## src/i2c_mode_clock_pkg.sv

```systemverilog
package i2c_mode_clock_pkg;
  // Register index map on the plain register port
  localparam logic [2:0] ADDR_CTRL = 3'h0;
  localparam logic [2:0] ADDR_IRQ_STATUS = 3'h1;
  localparam logic [2:0] ADDR_IRQ_MASK = 3'h2;
  localparam logic [2:0] ADDR_OWN_ADDR = 3'h3;
  localparam logic [2:0] ADDR_RX_BUF = 3'h4;

  // Reset values
  localparam logic [7:0] CTRL_RESET = 8'h00;
  localparam logic [2:0] IRQ_RESET = 3'h0;
  localparam logic [6:0] OWN_ADDR_RESET = 7'h00;

  // Interrupt status bit positions
  localparam int IRQ_ARB_LOST = 0;
  localparam int IRQ_ADDR_MATCH = 1;
  localparam int IRQ_OVERRUN = 2;

  // Slave transmit data set-up time, in phi cycles
  localparam logic [4:0] SETUP_SHORT_CYC = 5'h0a;
  localparam logic [4:0] SETUP_LONG_CYC = 5'h14;

  // Serial clock divisors, indexed by the divider code
  localparam logic [8:0] DIV_TABLE [16] = '{
    9'h01c, 9'h028, 9'h030, 9'h040, 9'h050, 9'h064, 9'h070, 9'h080,
    9'h038, 9'h050, 9'h060, 9'h080, 9'h0a0, 9'h0c8, 9'h0e0, 9'h100
  };

  // First control register layout, bit 7 down to bit 0
  typedef struct packed {
    logic interface_enable_bit;
    logic next_reception_inhibit;
    logic master_select_bit;
    logic transmit_select_bit;
    logic [3:0] clock_divider_field;
  } bus_control_mode_clock_t;

  // Operating mode, master select over transmit select
  typedef enum logic [1:0] {
    MODE_SLAVE_RX = 2'b00,
    MODE_SLAVE_TX = 2'b01,
    MODE_MASTER_RX = 2'b10,
    MODE_MASTER_TX = 2'b11
  } op_mode_t;

  // Set-up timer states
  typedef enum logic [1:0] {
    SU_IDLE = 2'b01,
    SU_COUNT = 2'b10
  } setup_state_t;

  // Open-drain pin pair
  typedef struct packed {
    logic out;
    logic oe_b;
  } pin_drive_t;
endpackage

```

## src/i2c_mode_and_clock_control.sv

```systemverilog
// The placing of the registers and strobed register access were left to the implementer.
`timescale 1ns/10ps
module i2c_mode_and_clock_control
  import i2c_mode_clock_pkg::*;
(
  // Clock and reset
  input wire logic i_clk_sys,
  input wire logic i_rst_b,
  // Register port
  input wire logic [2:0] i_addr,
  input wire logic [7:0] i_wr_data,
  input wire logic i_wr,
  input wire logic i_rd,
  output logic [7:0] o_rd_data,
  // Datapath and sequencer
  input wire logic i_fmt_sync,
  input wire logic i_frame_active,
  input wire logic i_arb_lost,
  input wire logic i_overrun,
  input wire logic i_first_byte_valid,
  input wire logic [7:0] i_first_byte,
  input wire logic [7:0] i_rx_buf_data,
  input wire logic i_setup_start,
  input wire logic i_sda_drive_low,
  output logic o_enable,
  output i2c_mode_clock_pkg::op_mode_t o_mode,
  output logic o_next_rx_start,
  output logic o_setup_done,
  output logic o_scl_tick,
  output logic o_scl_level,
  output logic o_sda_level,
  // Serial pins
  input wire logic i_scl,
  input wire logic i_sda,
  output i2c_mode_clock_pkg::pin_drive_t o_scl,
  output i2c_mode_clock_pkg::pin_drive_t o_sda,
  output logic o_pins_port_fn,
  // Interrupt
  output logic o_irq
);
  import i2c_mode_clock_pkg::*;

  bus_control_mode_clock_t ctrl_reg;
  logic [2:0] irq_status_reg;
  logic [2:0] irq_mask_reg;
  logic [6:0] own_addr_reg;
  logic [1:0] scl_sync_reg;
  logic [1:0] sda_sync_reg;
  logic [8:0] div_cnt_reg;
  logic scl_phase_reg;
  logic [4:0] setup_cnt_reg;
  setup_state_t setup_state_reg;
  logic next_rx_reg;
  logic setup_done_reg;
  logic tick_reg;
  logic [7:0] rd_data_reg;

  logic arb_event;
  logic match_event;
  logic overrun_event;
  logic [2:0] irq_events;
  logic [8:0] half_div;
  logic scl_stretched;
  logic clk_out_en;

  // Event qualification, all gated by the enable
  assign arb_event = ctrl_reg.interface_enable_bit && ctrl_reg.master_select_bit &&
                     !i_fmt_sync && i_arb_lost;
  assign match_event = ctrl_reg.interface_enable_bit && !ctrl_reg.master_select_bit &&
                       !ctrl_reg.transmit_select_bit && i_first_byte_valid &&
                       (i_first_byte[7:1] == own_addr_reg) && i_first_byte[0];
  assign overrun_event = ctrl_reg.interface_enable_bit && ctrl_reg.master_select_bit &&
                         i_fmt_sync && i_overrun;
  assign irq_events = {overrun_event, match_event, arb_event};

  // Control register; hardware mode changes win over a same-cycle write
  always_ff @(posedge i_clk_sys or negedge i_rst_b) begin
    if (!i_rst_b) begin
      ctrl_reg <= CTRL_RESET;
    end else begin
      if (i_wr && (i_addr == ADDR_CTRL)) begin
        ctrl_reg <= i_wr_data;
      end
      if (arb_event) begin
        ctrl_reg.master_select_bit <= 1'b0;
        ctrl_reg.transmit_select_bit <= 1'b0;
      end else if (overrun_event) begin
        ctrl_reg.master_select_bit <= 1'b0;
      end
      if (match_event) begin
        ctrl_reg.transmit_select_bit <= 1'b1;
      end
    end
  end

  // Own address and interrupt mask
  always_ff @(posedge i_clk_sys or negedge i_rst_b) begin
    if (!i_rst_b) begin
      own_addr_reg <= OWN_ADDR_RESET;
      irq_mask_reg <= IRQ_RESET;
    end else begin
      if (i_wr && (i_addr == ADDR_OWN_ADDR)) begin
        own_addr_reg <= i_wr_data[6:0];
      end
      if (i_wr && (i_addr == ADDR_IRQ_MASK)) begin
        irq_mask_reg <= i_wr_data[2:0];
      end
    end
  end

  // Sticky status; a new event beats a write-one clear
  always_ff @(posedge i_clk_sys or negedge i_rst_b) begin
    if (!i_rst_b) begin
      irq_status_reg <= IRQ_RESET;
    end else if (i_wr && (i_addr == ADDR_IRQ_STATUS)) begin
      irq_status_reg <= (irq_status_reg & ~i_wr_data[2:0]) | irq_events;
    end else begin
      irq_status_reg <= irq_status_reg | irq_events;
    end
  end

  assign o_irq = |(irq_status_reg & irq_mask_reg);

  // Read data one cycle after the strobe, zero elsewhere
  always_ff @(posedge i_clk_sys or negedge i_rst_b) begin
    if (!i_rst_b) begin
      rd_data_reg <= 8'h00;
    end else if (i_rd) begin
      case (i_addr)
        ADDR_CTRL: rd_data_reg <= ctrl_reg;
        ADDR_IRQ_STATUS: rd_data_reg <= {5'h00, irq_status_reg};
        ADDR_IRQ_MASK: rd_data_reg <= {5'h00, irq_mask_reg};
        ADDR_OWN_ADDR: rd_data_reg <= {1'b0, own_addr_reg};
        ADDR_RX_BUF: rd_data_reg <= i_rx_buf_data;
        default: rd_data_reg <= 8'h00;
      endcase
    end else begin
      rd_data_reg <= 8'h00;
    end
  end

  assign o_rd_data = rd_data_reg;

  // Next reception request on a buffer read in receive direction
  always_ff @(posedge i_clk_sys or negedge i_rst_b) begin
    if (!i_rst_b) begin
      next_rx_reg <= 1'b0;
    end else begin
      next_rx_reg <= i_rd && (i_addr == ADDR_RX_BUF) && ctrl_reg.interface_enable_bit &&
                     !ctrl_reg.transmit_select_bit && !ctrl_reg.next_reception_inhibit;
    end
  end

  assign o_next_rx_start = next_rx_reg;

  // Pin synchronisers; only the second stage is looked at
  always_ff @(posedge i_clk_sys or negedge i_rst_b) begin
    if (!i_rst_b) begin
      scl_sync_reg <= 2'b11;
      sda_sync_reg <= 2'b11;
    end else begin
      scl_sync_reg <= {scl_sync_reg[0], i_scl};
      sda_sync_reg <= {sda_sync_reg[0], i_sda};
    end
  end

  assign o_scl_level = scl_sync_reg[1];
  assign o_sda_level = sda_sync_reg[1];

  // Clock generation runs only as master inside a frame
  assign clk_out_en = ctrl_reg.interface_enable_bit && ctrl_reg.master_select_bit && i_frame_active;
  assign half_div = {1'b0, DIV_TABLE[ctrl_reg.clock_divider_field][8:1]};
  // Another master holding SCL low stretches our high phase (I2C only)
  assign scl_stretched = !i_fmt_sync && scl_phase_reg && !scl_sync_reg[1];

  // Serial clock divider, half period per phase
  always_ff @(posedge i_clk_sys or negedge i_rst_b) begin
    if (!i_rst_b) begin
      div_cnt_reg <= 9'h000;
      scl_phase_reg <= 1'b1;
      tick_reg <= 1'b0;
    end else if (!clk_out_en) begin
      div_cnt_reg <= 9'h000;
      scl_phase_reg <= 1'b1;
      tick_reg <= 1'b0;
    end else if (scl_stretched) begin
      tick_reg <= 1'b0;
    end else if (div_cnt_reg >= half_div - 9'h001) begin // Catches a count left above a smaller new divisor
      div_cnt_reg <= 9'h000;
      scl_phase_reg <= !scl_phase_reg;
      tick_reg <= !scl_phase_reg; // Pulse on each rising phase
    end else begin
      div_cnt_reg <= div_cnt_reg + 9'h001;
      tick_reg <= 1'b0;
    end
  end

  assign o_scl_tick = tick_reg;

  // Slave transmit set-up timer
  always_ff @(posedge i_clk_sys or negedge i_rst_b) begin
    if (!i_rst_b) begin
      setup_state_reg <= SU_IDLE;
      setup_cnt_reg <= 5'h00;
      setup_done_reg <= 1'b0;
    end else if (!ctrl_reg.interface_enable_bit) begin
      setup_state_reg <= SU_IDLE;
      setup_cnt_reg <= 5'h00;
      setup_done_reg <= 1'b0;
    end else begin
      setup_done_reg <= 1'b0;
      case (setup_state_reg)
        SU_IDLE: begin
          if (i_setup_start && (o_mode == MODE_SLAVE_TX)) begin
            setup_state_reg <= SU_COUNT;
            setup_cnt_reg <= ctrl_reg.clock_divider_field[3] ? SETUP_LONG_CYC - 5'h01
                                                               : SETUP_SHORT_CYC - 5'h01;
          end
        end
        SU_COUNT: begin
          if (setup_cnt_reg == 5'h00) begin
            setup_state_reg <= SU_IDLE;
            setup_done_reg <= 1'b1;
          end else begin
            setup_cnt_reg <= setup_cnt_reg - 5'h01;
          end
        end
        default: begin
          setup_state_reg <= SU_IDLE;
        end
      endcase
    end
  end

  assign o_setup_done = setup_done_reg;

  // Mode decode and enable
  assign o_mode = op_mode_t'({ctrl_reg.master_select_bit, ctrl_reg.transmit_select_bit});
  assign o_enable = ctrl_reg.interface_enable_bit;
  assign o_pins_port_fn = !ctrl_reg.interface_enable_bit;

  // Pin drive: released when disabled; clocked sync master drives push-pull
  always_comb begin
    o_scl.out = 1'b0;
    o_scl.oe_b = 1'b1;
    o_sda.out = 1'b0;
    o_sda.oe_b = 1'b1;
    if (ctrl_reg.interface_enable_bit) begin
      if (i_fmt_sync && ctrl_reg.master_select_bit) begin
        o_scl.out = scl_phase_reg;
        o_scl.oe_b = 1'b0;
      end else if (!i_fmt_sync && clk_out_en && !scl_phase_reg) begin
        o_scl.oe_b = 1'b0; // Open drain: only pull low
      end
      if (i_sda_drive_low) begin
        o_sda.oe_b = 1'b0;
      end
    end
  end
endmodule

```

## config.mk

```make
export PLATFORM = sky130hd
export DESIGN_NAME = i2c_mode_and_clock_control
export DESIGN_NICKNAME = d
export VERILOG_FILES = /design/src/i2c_mode_clock_pkg.sv /design/src/i2c_mode_and_clock_control.sv
export SDC_FILE = /design/constraint.sdc
export NUM_CORES = 1
export LEC_CHECK = 0
export BUFFER_PORTS_ARGS = -buffer_cell sky130_fd_sc_hd__buf_2
export CORE_MARGIN = 2
export CORE_UTILIZATION = 55
export CTS_CLUSTER_DIAMETER = 120
export CTS_CLUSTER_SIZE = 14
export DETAILED_ROUTE_END_ITERATION = 16
export PLACE_DENSITY = 0.91
export SLEW_MARGIN = 20
export SYNTH_ARGS = -nofsm -noshare
export SYNTH_HDL_FRONTEND = slang
export SYNTH_SLANG_ARGS = --single-unit
```

## constraint.sdc

```tcl
create_clock -name i_clk_sys -period 4.25 [get_ports i_clk_sys]
set_clock_uncertainty 0.1 [all_clocks]
set_input_delay 0.6375 -clock i_clk_sys [delete_from_list [all_inputs] [get_ports i_clk_sys]]
set_output_delay 0.6375 -clock i_clk_sys [all_outputs]
set_load 0.05 [all_outputs]
```

==> implementation parameters <==
Parameter                              Value

Logic synthesis
  Post-Syn Nets ... 373
  Number of warning messages in the yosys log ... 0
  Synthesized area per cell ... 9.81 sq um
  Post-synth ARST share ... 1.00
  Register area share after synthesis ... 0.429
  Most area-hungry cell type in the Yosys netlist ... sky130_fd_sc_hd__dfrtp_1
  Cells taking the most area after synthesis ... sky130_fd_sc_hd__dfrtp_1, sky130_fd_sc_hd__mux2_2, sky130_fd_sc_hd__ha_1, sky130_fd_sc_hd__dfstp_2, sky130_fd_sc_hd__nand2_1
  Yosys reg bits ... 53
  Prevailing post-synth register cell ... sky130_fd_sc_hd__dfrtp_1
  Most frequent cells after synthesis ... sky130_fd_sc_hd__dfrtp_1, sky130_fd_sc_hd__nand2_1, sky130_fd_sc_hd__nor2_1
  Count of different cell masters after synthesis ... 50
  Cell area after synthesis ... just over 3000 sq um
  Share of Yosys cell area claimed by the top area cell type ... 0.378
  Cells after Synth ... 317
  Most frequent cell after synthesis ... sky130_fd_sc_hd__dfrtp_1
  Count of flip-flops with a built-in enable after synthesis ... 0

Drt
  Number of nets still failing antenna checks after routing ... 0
  DRC errors left ... 0
  Post-detailed-route wirelength per cell ... 17.1 microns
  Via density ... around 6
  Detailed Routing Iterations Pass 1 ... 6
  Total number of vias ... 2658
  DRC marker count from the first detailed-route iteration ... 177
  Detailed Route WL ... 7580 microns

Power and ir drop
  Maximum resistive drop on vdd ... 0.000378 V
  Part of the total power dissipated in sequential elements ... 0.439
  Share of power burned in combinational logic ... 0.332
  Total power after layout ... between 1500 and 2000 uW
  Internal power summed over all cells ... 944 uW
  Power per cell area ... 430 nW/um^2
  Switch Pwr ... 581 uW
  Proportion of total power due to net switching ... 0.381
  Reported leakage power ... 0.00163 uW
  Clk network pwr share ... 0.229

Worst hold path
  Worst min-delay path category ... reg -> reg

Global routing
  Leftover overflow at the end of global routing ... 0
  Number of antenna violations at the first check in global routing ... 0
  Global-route usage over all layers ... 0.249
  Vias in the first global route ... about 2500
  Largest net degree at the start of global routing ... 54
  Wire length of the first global-routing pass ... 12200 microns

CTS
  Clock input transition at the sequential cells of the worst setup and hold paths ... 0.10 ns
  TritonCTS clock tree ... yes
  Maximum number of buffers from clock root to sink ... 2
  Clock sink total ... 53
  Deepest level of the CTS H-tree ... 2
  Setup bufs post-CTS ... 0
  Insertion delay of the later-clocked pin in the worst-skew pair ... 0.31 ns
  Clock root buffer ... sky130_fd_sc_hd__clkbuf_8
  Number of CTS-inserted buffers ... 5

Setup path
  Standard cell with the maximum stage delay on the critical path ... sky130_fd_sc_hd__a211oi_4
  Required time of the critical path ... 4.36 ns
  Start-to-end type of the worst setup path ... reg -> reg
  Kind of capture point of the worst setup path ... flop
  Register-to-register setup slack ... 0.49 ns
  Cell family contributing the most delay on the critical path ... compound AO/OA/AOI/OAI gates
  Critical path, cell by cell ... inv_1 > ha_1 > mux2i_1 > or2_2 > ha_1 > and4b_1 > a211oi_1 > a21oi_1 > ha_1 > nand2_1 > o21ai_0 > a211oi_4 > nand2_1 > o31ai_1
  Most frequent cell on the critical path ... sky130_fd_sc_hd__ha_1
  Worst path arrival time ... 3.88 ns
  Crit path capture ... div_cnt_reg[8]
  Critical path buffers and inverters ... 1
  Largest stage delay on the critical path ... 0.52 ns
  Reg-to-reg critical path startpoint ... ctrl_reg[0]
  Kind of launch point of the worst setup path ... flop
  Crit Path Max Fanout ... 13
  CP Launch Point ... ctrl_reg[0]
  Critical R2R Capture ... div_cnt_reg[8]
  FF-to-FF path depth ... 14
  Total stage count of the critical path ... 14

Placement
  Post-placement cell area ... 3430 sq um
  Dpl hpwl ... 5640 microns
  Count of input and output buffers ... 60
  Post-Place Setup Slack ... 0.401 ns
  Cell count after placement ... 436
  RePlAce Congestion ... between 0.8 and 0.9

STA
  Slew at the pin closest to its max-slew limit ... 0.819 ns
  Setup WS post-layout ... 0.486 ns
  RSZ-0062 raised after global routing ... false
  Tmin final ... 3.76 ns
  Setup total negative slack ... 0 ns
  Endpoints failing hold ... 0
  Worst max-slew margin expressed relative to the limit ... 0.451
  Final setup viols ... 0
  Final period utilization ... 0.886
  Pins over their slew limit ... 0
  Maximum operating frequency ... roughly 0.27 GHz

Floorplan
  Area of the placeable core ... 5470 sq um
  Overall die height ... 79.2 microns
  Die Wd ... ~79 microns
  Initial core utilization ... 0.568
  Count of pins on the block boundary ... 62
  Cell Rows ... 27
  Die footprint ... 6270 sq um

Layout
  Synthesis-to-finish area growth ... 14.0%
  Final std cells w/o fill ... between 400 and 500
  Cell area after layout ... 3540 sq um
  Number of inserted diodes ... 0
  Ratio of cells with drive above 1 in the final layout ... 0.277
  Max reg flops ... 9
  Count of nets after finishing ... around 430

Job
  # Max-Cap Violations ... 0

Run status
  Outcome ... finished, final reports clean
-- cell usage in the layout (no fill, tap or decap), types with 2 or more instances in the layout --
cell type	n
sky130_fd_sc_hd__dfstp_2	6
sky130_fd_sc_hd__dfrtp_1	47
sky130_fd_sc_hd__nor3b_1	3
sky130_fd_sc_hd__nor2b_1	11
sky130_fd_sc_hd__a31oi_1	5
sky130_fd_sc_hd__mux2i_1	7
sky130_fd_sc_hd__nand2b_1	6
sky130_fd_sc_hd__clkbuf_8	5
sky130_fd_sc_hd__a21oi_1	17
sky130_fd_sc_hd__xor2_1	6
sky130_fd_sc_hd__or2_2	2
sky130_fd_sc_hd__buf_2	60
sky130_fd_sc_hd__ha_1	16
sky130_fd_sc_hd__nor4_1	2
sky130_fd_sc_hd__nor4b_1	2
sky130_fd_sc_hd__a211oi_1	2
sky130_fd_sc_hd__inv_1	14
sky130_fd_sc_hd__xnor2_1	5
sky130_fd_sc_hd__and3_1	4
sky130_fd_sc_hd__nor2_1	20
sky130_fd_sc_hd__and2_1	7
sky130_fd_sc_hd__nand4_1	6
sky130_fd_sc_hd__nand2_1	33
sky130_fd_sc_hd__o21ai_1	2
sky130_fd_sc_hd__nand3_1	9
sky130_fd_sc_hd__o21ai_0	13
sky130_fd_sc_hd__mux2_2	19
sky130_fd_sc_hd__or4_1	2
sky130_fd_sc_hd__a22oi_1	12
sky130_fd_sc_hd__o22ai_1	5
-- power groups by stage --
stage	clock network, uW	registers [uW]	logic, uW
floorplan	0	654	379
global placement	0	665	472
detailed placement	0	672	499
CTS	349	663	502
global route	367	678	554
finish	349	670	506
-- cells by family (layout without fill, tap and decap cells) --
kind of cell | Yosys count | after routing | synth area share
and+or+nand+nor | 115 | 115 | 0.196
adders and majority gates | 16 | 16 | 0.0644
muxes | 26 | 26 | 0.0913
xor gates and xnor gates | 11 | 11 | 0.0310
other | 1 | 1 | 0.00121
DFF | 53 | 53 | 0.429
AOI/OAI and AO/OA | 67 | 67 | 0.144
buffers and inverters | 28 | 83 | 0.0434
-- worst min path at each step --
stage / startpoint / to / slack, ns / cells past startpoint
CTS: sda_sync_reg[0] / sda_sync_reg[1] / 0.26 / 0
floorplan: i_rst_b / ctrl_reg[0] / 0.24 / 0
global route: sda_sync_reg[0] / sda_sync_reg[1] / 0.26 / 0
finish: sda_sync_reg[0] / sda_sync_reg[1] / 0.26 / 0
detailed placement: sda_sync_reg[0] / sda_sync_reg[1] / 0.25 / 0
global placement: scl_sync_reg[0] / scl_sync_reg[1] / 0.25 / 0
-- timing repair --
action / 4_1_cts / 5_1_grt
resized for setup: 0 / 1
hold buffers: 0 / 0
endpoints found under the setup margin: 0 / 1
-- metal layers --
layer,GRT usage,wire length (microns),vias to the layer above
met5,0,0,-
met2,0.414,3890,131
met4,0.100,191,0
li1,-,-,1235
met1,0.319,2950,1269
met3,0.0523,550,23
-- area by class of cell --
class / instances / area [sq um]
Multi-Input combinational cell: 236 / 1650
Clock buffer: 6 / 72.6
Timing Repair Buffer: 61 / 308
Inverter: 14 / 52.6
Fill cell: 433 / 1930
Tap cell: 72 / 90.1
Sequential cell: 53 / 1330
Clock inverter: 2 / 38.8
-- through the flow --
step,util,hold WS [ns]
after floorplan,-,0.242
after CTS,0.646,0.261
after global placement,0.626,0.246
after detailed placement,0.626,0.247
after global routing,0.648,0.264
final,0.648,0.260
(Power assumes the default switching activity.)
